### src/pdf_pkg.sv
// Package of constants and carrier types for the polyphase decimation filter.
package pdf_pkg;
  localparam int          DATA_W_DEF   = 18;
  localparam int          COEF_W_DEF   = 18;
  localparam int          DECIM_DEF    = 4;
  localparam int          TAPS_DEF     = 16;
  localparam int          FIFO_DEPTH   = 8;
  localparam logic [1:0]  PHASE_RST    = 2'h0;
  localparam logic [1:0]  PHASE_LAST   = 2'h1;
  localparam int          PIPE_LAT     = 3;

  typedef struct packed {
    logic signed [17:0] sample;
  } pdf_in_t;

  typedef struct packed {
    logic signed [39:0] sum;
  } pdf_out_t;
endpackage : pdf_pkg

### src/pdf_fifo.sv
// Parameterised valid/ready FIFO used on the output stream of the decimation filter.
module pdf_fifo #(
  parameter int W = 40,
  parameter int N = 8
) (
  input  wire logic         clk,
  input  wire logic         reset,
  input  wire logic [W-1:0] in_data,
  input  wire logic         in_valid,
  output logic              in_ready,
  output logic [W-1:0]      out_data,
  output logic              out_valid,
  input  wire logic         out_ready
);
  localparam int AW = $clog2(N);
  logic [W-1:0] mem [N];
  logic [AW-1:0] wp_r;
  logic [AW-1:0] rp_r;
  logic [AW:0]   cnt_r;
  logic          push;
  logic          pop;

  assign push      = in_valid && (cnt_r != (AW+1)'(N));
  assign pop       = out_valid && out_ready;
  assign in_ready  = cnt_r != (AW+1)'(N);
  assign out_valid = cnt_r != '0;
  assign out_data  = mem[rp_r];

  always_ff @(posedge clk) begin
    if (push) begin
      mem[wp_r] <= in_data;
    end
  end

  always_ff @(posedge clk or posedge reset) begin
    if (reset) begin
      wp_r  <= '0;
      rp_r  <= '0;
      cnt_r <= '0;
    end else begin
      if (push) begin
        wp_r <= (wp_r == AW'(N-1)) ? '0 : wp_r + 1'b1;
      end
      if (pop) begin
        rp_r <= (rp_r == AW'(N-1)) ? '0 : rp_r + 1'b1;
      end
      cnt_r <= cnt_r + (AW+1)'(push) - (AW+1)'(pop);
    end
  end
endmodule : pdf_fifo

### src/pdf_top.sv
// Polyphase decimate-by-four FIR filter with a shared four-tap multiply datapath.
// Summary of operation
// RULE1 - One output per four inputs consumed.
// RULE2 - Low-pass filter before discarding samples.
// RULE3 - Length multiple of D, strided sub-filters.
// RULE4 - Sub-filter k uses taps k, k+4, k+8, k+12.
// RULE5 - Compute only outputs at multiples of D.
// RULE6 - Output is sum of four partial results.
// RULE7 - Each input goes to one sub-filter.
// RULE8 - Phase counter counts down modulo D from zero.
// RULE9 - Coefficient sets in order 0,3,2,1 per cycle.
// RULE10 - Output presented at one quarter rate.
// RULE11 - Shift, input regs, accumulator on fast clock.
// RULE12 - Result register samples one sum per period.
// RULE13 - Pipeline and output registers in datapath.
// RULE14 - Input at fast rate, output quarter rate.
// RULE15 - Accumulator restarts each group of four.
// RULE16 - Reset clears counter, shifter, accumulator, output.
// RULE17 - Parameterised widths, accumulator never overflows.
module pdf_top #(
  parameter int DATA_W = pdf_pkg::DATA_W_DEF,
  parameter int COEF_W = pdf_pkg::COEF_W_DEF,
  parameter int TAPS   = pdf_pkg::TAPS_DEF,
  parameter logic signed [TAPS*COEF_W-1:0] COEFS = '0
) (
  input  wire logic            clk,
  input  wire logic            reset,
  input  wire pdf_pkg::pdf_in_t in_sample,
  input  wire logic            in_valid,
  output logic                 in_ready,
  output pdf_pkg::pdf_out_t    out_sample,
  output logic                 out_valid,
  input  wire logic            out_ready
);
  localparam int D    = pdf_pkg::DECIM_DEF;
  localparam int P    = TAPS / D;
  localparam int ACCW = DATA_W + COEF_W + $clog2(TAPS); // see RULE17

  // The tap count must divide evenly into D sub-filters.
  initial begin
    if (TAPS % D != 0) begin
      $error("Tap count is not a multiple of the decimation factor.");
    end
  end

  typedef enum logic [1:0] {
    PDF_PH0 = 2'b00,
    PDF_PH3 = 2'b11,
    PDF_PH2 = 2'b10,
    PDF_PH1 = 2'b01
  } pdf_phase_t;

  pdf_phase_t                       phase_r;
  logic signed [DATA_W-1:0]         shift_r [TAPS];
  logic signed [DATA_W-1:0]         din_r   [P];
  logic signed [COEF_W-1:0]         cin_r   [P];
  logic signed [DATA_W+COEF_W-1:0]  prod_r  [P];
  logic signed [ACCW-1:0]           psum_r;
  localparam int LAT  = pdf_pkg::PIPE_LAT + 1;
  localparam int OCCW = $clog2(pdf_pkg::FIFO_DEPTH + 2);

  logic [LAT-1:0]                   vld_r;
  logic [LAT-1:0]                   fst_r;
  logic [LAT-1:0]                   lst_r;
  logic signed [ACCW-1:0]           acc_r;
  logic                             done_r;
  logic                             fifo_in_ready;
  logic [ACCW-1:0]                  fifo_data;
  logic                             fifo_valid;
  logic                             fifo_take;
  logic                             fifo_pop;
  logic [OCCW-1:0]                  occ_r;
  logic [OCCW-1:0]                  occ_nxt;
  logic                             grp_in;
  logic                             grp_out;
  logic                             fire;
  logic signed [ACCW-1:0]           psum_nxt;

  // Ready is a flip-flop, so it is worked out from the next occupancy.
  assign fire    = in_valid && in_ready; // see RULE14
  assign grp_in  = fire && (phase_r == PDF_PH1);
  assign grp_out = out_valid && out_ready;
  assign occ_nxt = occ_r + OCCW'(grp_in) - OCCW'(grp_out);

  // Groups are counted from their last input until their output is taken.
  // The queue can then never overflow; the price is one unused output slot.
  always_ff @(posedge clk or posedge reset) begin
    if (reset) begin
      occ_r <= '0;
    end else begin
      occ_r <= occ_nxt;
    end
  end

  always_ff @(posedge clk or posedge reset) begin
    if (reset) begin
      in_ready <= 1'b0;
    end else begin
      in_ready <= occ_nxt < OCCW'(pdf_pkg::FIFO_DEPTH); // see RULE14
    end
  end

  // Phase counter walks 0,3,2,1: each accepted input lands in exactly one sub-filter.
  always_ff @(posedge clk or posedge reset) begin
    if (reset) begin
      phase_r <= PDF_PH0; // see RULE16
    end else if (fire) begin
      phase_r <= pdf_phase_t'(phase_r - 2'h1); // see RULE8 see RULE7
    end
  end

  // Input delay line on the fast clock.
  always_ff @(posedge clk or posedge reset) begin
    if (reset) begin
      for (int i = 0; i < TAPS; i++) begin
        shift_r[i] <= '0; // see RULE16
      end
    end else if (fire) begin
      shift_r[0] <= in_sample.sample; // see RULE11
      for (int i = 1; i < TAPS; i++) begin
        shift_r[i] <= shift_r[i-1];
      end
    end
  end

  // Shared four-tap datapath: sub-filter k multiplies taps k+nD with the
  // matching delayed samples, so every phase adds one partial sum of y(nD).
  genvar g;
  generate
    for (g = 0; g < P; g++) begin : g_tap
      always_ff @(posedge clk or posedge reset) begin
        if (reset) begin
          din_r[g]  <= '0;
          cin_r[g]  <= '0;
          prod_r[g] <= '0;
        end else begin
          // Sub-filter k pairs h(k+gD) with x(m-k-gD); the newest sample sits at
          // index 0 so the phase offset is absorbed by the coefficient choice.
          din_r[g]  <= shift_r[g*D]; // see RULE3
          cin_r[g]  <= COEFS[(int'(phase_r) + g*D)*COEF_W +: COEF_W]; // see RULE4 see RULE9
          prod_r[g] <= din_r[g] * cin_r[g]; // see RULE13
        end
      end
    end
  endgenerate

  always_comb begin
    psum_nxt = '0;
    for (int i = 0; i < P; i++) begin
      psum_nxt = psum_nxt + ACCW'(prod_r[i]); // see RULE2
    end
  end

  // Slot flags follow each accepted input through capture, product and sum.
  always_ff @(posedge clk or posedge reset) begin
    if (reset) begin
      vld_r <= '0;
    end else begin
      vld_r <= {vld_r[LAT-2:0], fire};
    end
  end

  always_ff @(posedge clk or posedge reset) begin
    if (reset) begin
      fst_r <= '0;
    end else begin
      fst_r <= {fst_r[LAT-2:0], fire && (phase_r == PDF_PH0)};
    end
  end

  always_ff @(posedge clk or posedge reset) begin
    if (reset) begin
      lst_r <= '0;
    end else begin
      lst_r <= {lst_r[LAT-2:0], grp_in};
    end
  end

  always_ff @(posedge clk or posedge reset) begin
    if (reset) begin
      psum_r <= '0;
    end else begin
      psum_r <= psum_nxt;
    end
  end

  // Only valid slots count, so a stalled source cannot add one slot twice.
  always_ff @(posedge clk or posedge reset) begin
    if (reset) begin
      acc_r <= '0; // see RULE16
    end else if (vld_r[LAT-1]) begin
      if (fst_r[LAT-1]) begin
        acc_r <= psum_r; // see RULE15
      end else begin
        acc_r <= acc_r + psum_r; // see RULE6
      end
    end
  end

  // The sum is complete one cycle after the last slot of the group.
  always_ff @(posedge clk or posedge reset) begin
    if (reset) begin
      done_r <= 1'b0;
    end else begin
      done_r <= vld_r[LAT-1] && lst_r[LAT-1]; // see RULE5
    end
  end

  // One completed sum per output period, computed only at multiples of D.
  pdf_fifo #(
    .W (ACCW),
    .N (pdf_pkg::FIFO_DEPTH)
  ) u_fifo (
    .clk       (clk),
    .reset     (reset),
    .in_data   (acc_r),
    .in_valid  (done_r), // see RULE1 see RULE5 see RULE12
    .in_ready  (fifo_in_ready),
    .out_data  (fifo_data),
    .out_valid (fifo_valid),
    .out_ready (fifo_take)
  );

  // The output register takes a new sum whenever it is empty or being drained.
  assign fifo_take = !out_valid || out_ready;
  assign fifo_pop  = fifo_valid && fifo_take;

  always_ff @(posedge clk or posedge reset) begin
    if (reset) begin
      out_sample <= '0; // see RULE16
    end else if (fifo_pop) begin
      out_sample.sum <= 40'(fifo_data); // see RULE10
    end
  end

  always_ff @(posedge clk or posedge reset) begin
    if (reset) begin
      out_valid <= 1'b0;
    end else if (fifo_pop) begin
      out_valid <= 1'b1; // see RULE10
    end else if (out_ready) begin
      out_valid <= 1'b0;
    end
  end
endmodule : pdf_top

### config.mk
export PLATFORM = sky130hd
export DESIGN_NAME = pdf_top
export DESIGN_NICKNAME = d
export VERILOG_FILES = /design/src/pdf_pkg.sv /design/src/pdf_fifo.sv /design/src/pdf_top.sv
export SDC_FILE = /design/constraint.sdc
export NUM_CORES = 1
export LEC_CHECK = 0
export BUFFER_PORTS_ARGS = -buffer_cell sky130_fd_sc_hd__buf_2
export CAP_MARGIN = 20
export CORE_MARGIN = 8
export CORE_UTILIZATION = 40
export CTS_CLUSTER_SIZE = 25
export DETAILED_ROUTE_END_ITERATION = 16
export PLACE_DENSITY = 0.86
export SLEW_MARGIN = 10
export SYNTH_ARGS = -nofsm -noshare
export SYNTH_HDL_FRONTEND = slang
export SYNTH_SLANG_ARGS = --single-unit
### constraint.sdc
create_clock -name clk -period 1.8 [get_ports clk]
set_input_delay 0.27 -clock clk [delete_from_list [all_inputs] [get_ports clk]]
set_output_delay 0.27 -clock clk [all_outputs]
set_load 0.02 [all_outputs]
# Word-level counts from Yosys, hierarchy flattened
# Memory sizes are Yosys's and may differ from the RTL's. A register that Yosys moved wholly into a read port is not among the register bits.
# Cells that the tools add are included.
[word_totals]
ramBits = 320
out_inout_bits = 42
in_bits = 22
elab_cells = 89
mem_count = 1
register_bits = 632
[op_classes]
n_mul = 8
n_reduce_logical = 12
order_cmp = 1
n_shift = 4
addsub = 14
mux = 7
n_eq_ne = 4
[mem_list]
columns = ["name", "depth", "width", "rd", "rd_clocked_by_memory_dff", "write_ports", "line_no", "source"]
rows = [
  ["u_fifo.mem", 8, 40, 1, 1, 1, "pdf_fifo.sv:16", "logic [W-1:0] mem [N];"],
]
[ops]
columns = ["cell", "n"]
rows = [
  ["$shiftx 288x11->18 const A", 2],
  ["$shiftx 288x10->18 const A", 1],
  ["$shiftx 288x8->18 const A", 1],
  ["$mul 18x18->36", 4],
  ["$add 40x39->40", 1],
  ["$mux 40", 1],
  ["$add 38x36->39", 1],
  ["$add 37x36->38", 1],
  ["$add 36x36->37", 1],
  ["$mul 5x4->9 const B", 2],
  ["$add 2x4->5 const B", 2],
  ["$add 4x1->4", 2],
  ["$mul 4x4->8 const B", 1],
  ["$sub 4x1->4", 2],
  ["$logic_and 1x1->1", 7],
  ["$add 3x1->3 const B", 2],
  ["$eq 3x3->1 const B", 2],
  ["$mul 2x4->6 const B", 1],
  ["$mux 3", 2],
  ["$add 2x3->4 const B", 1],
  ["$lt 4x4->1 const B", 1],
  ["$mux 1", 4],
  ["$ne 4x4->1 const B", 1],
  ["$reduce_bool 4->1", 1],
  ["6 further kinds", 6],
]

# Logic depth before layout (Yosys ltp)
[depth]
ltp_word = 5
mapped_depth = 10
depth_no_buf = 10

# Hierarchy
# From an unflattened synthesis, not the netlist that was laid out.
[hier_totals]
cells_unflattened = 654
area_unflattened_um2 = 15210.8
[by_module_without_submodules]
columns = ["mod", "n_inst", "area_each_um2", "cells_each", "seq_area_each_um2"]
rows = [
  ["pdf_fifo", 1, 12894.9, 520, 9859.5],
  ["pdf_top", 1, 2316.0, 134, 1426.4],
]

# Worst setup path before layout
# No wires, ideal clock.
[synth_timing]
path_type = "reg-to-reg"
startpoint = "register phase_r[1]"
endpoint = "register occ_r[2]"
setup_ns = 0.123
setup_slack_ns = -0.016
synth_period_minus_slack_ns = 1.816
required_ns = 1.677
t_arrival_ns = 1.693
path_stages_with_launch = 11
n_path_buf = 0
path_cell_list = "dfrtp_1 -> inv_1 -> ha_1 -> and3_1 -> inv_1 -> ha_1 -> inv_1 -> ha_1 -> inv_1 -> fa_1 -> xnor2_1"
[synth_between]
elab_chain_len = 4
[synth_rtl]
columns = ["item", "line_no", "source"]
rows = [
  ["from (decl)", "pdf_top.sv:53", "pdf_phase_t phase_r;"],
  ["from (signal assigned)", "pdf_top.sv:108", "phase_r <= pdf_phase_t'(phase_r - 2'h1);"],
  ["$eq 2x1->1", "pdf_top.sv:81", "assign grp_in = fire && (phase_r == PDF_PH1);"],
  ["$logic_and 1x1->1", "pdf_top.sv:81", ""],
  ["named net grp_in", "pdf_top.sv:74", "logic grp_in;"],
  ["$add 4x1->4", "pdf_top.sv:83", "assign occ_nxt = occ_r + OCCW'(grp_in) - OCCW'(grp_out);"],
  ["$sub 4x1->4", "pdf_top.sv:83", ""],
  ["named net occ_nxt[2]", "pdf_top.sv:73", "logic [OCCW-1:0] occ_nxt;"],
  ["to (signal assigned)", "pdf_top.sv:91", "occ_r <= occ_nxt;"],
  ["to (decl)", "pdf_top.sv:72", "logic [OCCW-1:0] occ_r;"],
]
# The timed path passes the listed nets, and every way through them passes these cells.
# A chain may end at the register's enable or synchronous reset.

# Worst setup path in the final report
[layout_timing]
startpoint = "register u_fifo.cnt_r[3]"
endpoint = "register u_fifo.cnt_r[1]"
[layout_between]
elab_cells_between_ends = 6
classes_between = "add/sub: 2; eq/ne: 1; reduce/logical: 3"
[layout_lines]
columns = ["item", "line_no", "source"]
rows = [
  ["from (decl)", "pdf_fifo.sv:19", "logic [AW:0] cnt_r;"],
  ["from (signal assigned)", "pdf_fifo.sv:47", "cnt_r <= cnt_r + (AW+1)'(push) - (AW+1)'(pop);"],
  ["$reduce_bool 4->1", "pdf_fifo.sv:26", "assign out_valid = cnt_r != '0;"],
  ["$logic_and 1x1->1", "--", ""],
  ["named net fifo_pop", "pdf_top.sv:71", "logic fifo_pop;"],
  ["$sub 4x1->4", "pdf_fifo.sv:47", ""],
]
# The timed path passes the listed nets, and every way through them passes these cells.

==> impl_metrics.yaml <==
routing:
  route.layer.met1.wl_um: 664
  route.detailed.vias_per_inst: 3.72
  dr.max_layer_used: "met4"
  ant_nets: 0
  drt_first_pass_iters: 6
  dr_total_vias: 636
  detail_route.drc_violations: 0
  route.met3.wl_um: 94
  detailedRoute.firstIterationViolations: 9
  detailroute.wirelength.met2_um: 1140
  routed_wire_length_per_instance_um: 11.2
  wirelength_um: 1910
setup_path:
  worst-r2r-cell-count: 9
  critPathLaunchType: "flip-flop"
  timing.rr.start: "u_fifo.cnt_r[3]"
  crit_top_cell: "sky130_fd_sc_hd__inv_2"
  r2r_setup_slack_ns: -0.1
  crit_path_cell_trace: "inv_2 > ha_4 > a21oi_2 > ha_1 > inv_1 > ha_2 > inv_2 > fa_2 > inv_2"
  worstPathArrival_ns: 2.10
  largest_stage_delay_on_the_critical_path_ns: 0.52
  crit-reg2reg-capture: "u_fifo.cnt_r[1]"
  required_ns: 2.00
  cp_top_family: "adder cells"
  category_of_the_most_critical_setup_path: "flip-flop to flip-flop"
  timing.critical_path.buf_inv: 4
  setup.worst_path.end_class: "flip-flop"
  critical_path_maximum_fanout: 2
  slowest_stage: "sky130_fd_sc_hd__fa_2"
min_path:
  min-delay-start: "in_valid"
  timing.hold.worst_endpoint: "phase_r[1]"
  hold_path_depth: 3
  worstHoldPathType: "input port to flip-flop"
global_route:
  groute.usage.overall: 0.0718
  wire_length_of_the_first_global_routing_pass_um: 2850
  pin_count_of_the_biggest_net_entering_global_routing: 22
  globalRoute.totalOverflow: 0
  number_of_global_route_vias_before_repair: 652
  antenna_found_initial: 0
floorplanning:
  io_pins: 64
  initial_core_util: 0.412
  core-area_sq_mm: 0.00298
  floorplan.die.height_um: 71.4
  fp-row-count: 20
  die-width_um: 71.4
  dieArea_sq_mm: 0.00510
job:
  timing.max_cap.violations: 0
timing:
  fin_tns_setup_ns: -0.249
  final.setup_skew_ns: 0.00111
  finalSetupViolCount: 6
  final-max-slew-violation-count: 0
  clock.fmax_ghz: 0.527
  rsz0062_at_grt: "true"
  timing_hold_violations_final: 0
  finalWorstPathRequiredPeriod_ns: 1.90
  worst_slack_setup_final_ns: -0.0958
  finalCritPeriodShare: 1.05
pwr:
  static-leakage-power_nw: 0.729
  total_power_mw: 2.21
  cellPowerDensity_mw_per_mm2: 1620
  vdd_drop_max_uv: 1000
logic_synthesis:
  yosys.area.top_type: "sky130_fd_sc_hd__dfrtp_1"
  multiplexer_share_of_the_synthesized_area: 0
  synth-seq-area-share: 0.428
  synth-warning-count: 0
  ys_types: 20
  synth.top_cell.area_share: 0.428
  syn_area_sq_mm: 0.00123
  post_synth_inst_count: 115
  synth.area.top_cells: "sky130_fd_sc_hd__dfrtp_1, sky130_fd_sc_hd__buf_4, sky130_fd_sc_hd__ha_1"
  ys_ff_latch: 21
  share_of_synthesized_cell_area_in_full_adder_half_adder_and_majority_cells: 0.145
  post_synth_and_or_nand_nor_area_fraction: 0.0367
  dominant_combinational_cell_family_by_area_after_synthesis: "buffers and inverters"
  syn-mean-instance-area_sq_um: 10.7
  synth_compound_gate_area_share: 0.0377
  yosys.area_share.xor_xnor: 0.0499
finish:
  finish.net_count: 174
  layout-drive-gt1-share: 0.319
  layoutNonFillerInstCount: 171
  area_growth_pct: 11.5
  total_inserted_antenna_cells: 0
cts:
  cts-root-buf: "sky130_fd_sc_hd__clkbuf_4"
  clkTransAtPathRegs_ns: 0.11
  clock_sink_count: 21
  h_tree_depth_reported_by_cts: 1
  insertion_delay_ns: 0.29
  number_of_buffers_inserted_during_clock_tree_synthesis: 3
  cts_tree: "yes"
  clockBufferDepth: 2
place:
  placedCellCount: 158
  routabilityCongestion: 0.701
  dp_hpwl_um: 1370
  portBuffers: 5
  pre_cts_slack_ns: -0.108
status:
  outcome: "complete, but fails checks"
  violations_in_the_final_reports: "negative setup slack"
-- cells by family after synthesis --
group	after synthesis
flip-flops	21
adder cells (fa/ha/maj)	13
XOR/XNOR	7
AND/OR/NAND/NOR	8
other	1
AO/OA/AOI/OAI	7
buffers and inverters	58
-- power breakdown --
part	internal (mW)	total, mW	switching (mW)
clock	0.0863	0.216	0.129
combinational	0.618	1.22	0.601
sequential	0.670	0.778	0.108
-- layout by cell type (no fill, tap or decap) --
cell | synthesis | final
sky130_fd_sc_hd__buf_2 | 0 | 5
sky130_fd_sc_hd__inv_1 | 18 | 9
sky130_fd_sc_hd__dfrtp_1 | 21 | 21
sky130_fd_sc_hd__clkbuf_1 | 0 | 1
sky130_fd_sc_hd__xor2_1 | 2 | 2
sky130_fd_sc_hd__buf_4 | 40 | 14
sky130_fd_sc_hd__nor2b_1 | 1 | 1
sky130_fd_sc_hd__ha_1 | 11 | 5
sky130_fd_sc_hd__and3_4 | 0 | 1
sky130_fd_sc_hd__a21o_1 | 2 | 2
sky130_fd_sc_hd__conb_1 | 1 | 40
sky130_fd_sc_hd__o21ai_0 | 1 | 1
sky130_fd_sc_hd__clkbuf_4 | 0 | 3
sky130_fd_sc_hd__dlygate4sd3_1 | 0 | 1
sky130_fd_sc_hd__inv_2 | 0 | 8
sky130_fd_sc_hd__ha_2 | 0 | 1
sky130_fd_sc_hd__and2_1 | 2 | 2
sky130_fd_sc_hd__nand3b_1 | 1 | 1
sky130_fd_sc_hd__ha_4 | 0 | 5
sky130_fd_sc_hd__a21boi_1 | 0 | 1
sky130_fd_sc_hd__a21oi_2 | 1 | 3
sky130_fd_sc_hd__nor2_2 | 0 | 1
sky130_fd_sc_hd__nand2_1 | 1 | 1
sky130_fd_sc_hd__fa_2 | 0 | 2
sky130_fd_sc_hd__inv_4 | 0 | 1
sky130_fd_sc_hd__xnor2_1 | 5 | 5
sky130_fd_sc_hd__nand3_1 | 1 | 1
-- stage by stage --
stage / util / hold WS (ns) / cell area [sq um]
finish: 0.460 / 0.235 / 1370
detailed placement: 0.409 / 0.306 / 1220
floorplan: - / 0.247 / 1410
global route: 0.460 / 0.257 / 1370
CTS: 0.440 / 0.221 / 1310
global placement: 0.409 / 0.305 / 1220
-- cells in the mapped netlist --
master,instances
sky130_fd_sc_hd__nand2_1,1
sky130_fd_sc_hd__buf_4,40
sky130_fd_sc_hd__inv_1,18
sky130_fd_sc_hd__nand3b_1,1
sky130_fd_sc_hd__a21oi_2,1
sky130_fd_sc_hd__and3_1,1
sky130_fd_sc_hd__a21o_1,2
sky130_fd_sc_hd__nor2b_1,1
sky130_fd_sc_hd__o21ai_0,1
sky130_fd_sc_hd__fa_1,2
sky130_fd_sc_hd__nand3_1,1
sky130_fd_sc_hd__conb_1,1
sky130_fd_sc_hd__dfrtp_1,21
sky130_fd_sc_hd__nor2_1,1
sky130_fd_sc_hd__xor2_1,2
sky130_fd_sc_hd__a21boi_0,1
sky130_fd_sc_hd__and2_1,2
sky130_fd_sc_hd__xnor2_1,5
sky130_fd_sc_hd__ha_1,11
sky130_fd_sc_hd__a21oi_1,2
-- metal layers --
metal / vias up / GRT usage
met3: 2 / 0.0293
li1: 314 / -
met5: - / 0
met1: 307 / 0.0648
met4: 0 / 0.0416
met2: 13 / 0.132
-- sequential cells by signal, summed over array words and instances, names as in the netlist --
register      cells
done_r            1
phase_r           2
u_fifo.cnt_r      4
lst_r             4
occ_r             4
out_valid         1
in_ready          1
vld_r             4
-- how the worst max path moves through the flow --
| stage | from | end | slack (ns) | depth (start not counted) |
|---|---|---|---|---|
| floorplan | out_valid | u_fifo.cnt_r[2] | 0.007 | 8 |
| global placement | u_fifo.cnt_r[3] | u_fifo.cnt_r[2] | -0.04 | 9 |
| detailed placement | u_fifo.cnt_r[2] | u_fifo.cnt_r[2] | -0.11 | 9 |
| CTS | u_fifo.cnt_r[3] | u_fifo.cnt_r[1] | -0.12 | 9 |
| global route | u_fifo.cnt_r[3] | u_fifo.cnt_r[1] | -0.17 | 9 |
| finish | u_fifo.cnt_r[3] | u_fifo.cnt_r[1] | -0.1 | 9 |
-- what timing repair did --
action                                 4_1_cts  5_1_grt
setup endpoints to repair                    7        7
endpoints found under the hold margin       21        0
hold buffers                                 1        0
resized for setup                           10        8
setup buffers                                4        4
pin swaps                                    6        7
-- final cells by class --
cell class / count / area (sq um)
well taps: 33 / 41.3
flip-flops and latches: 21 / 526
fillers: 272 / 1610
clock buffers: 4 / 26.3
inverters: 18 / 70.1
repair buffers: 20 / 140
multi-input cells: 75 / 566
-- worst min-delay path: stages --
cell and delay (ns):
sky130_fd_sc_hd__buf_2 0.10, sky130_fd_sc_hd__nand3_1 0.07, sky130_fd_sc_hd__o21ai_0 0.06
Note: power is estimated with default switching activity, not from simulation.
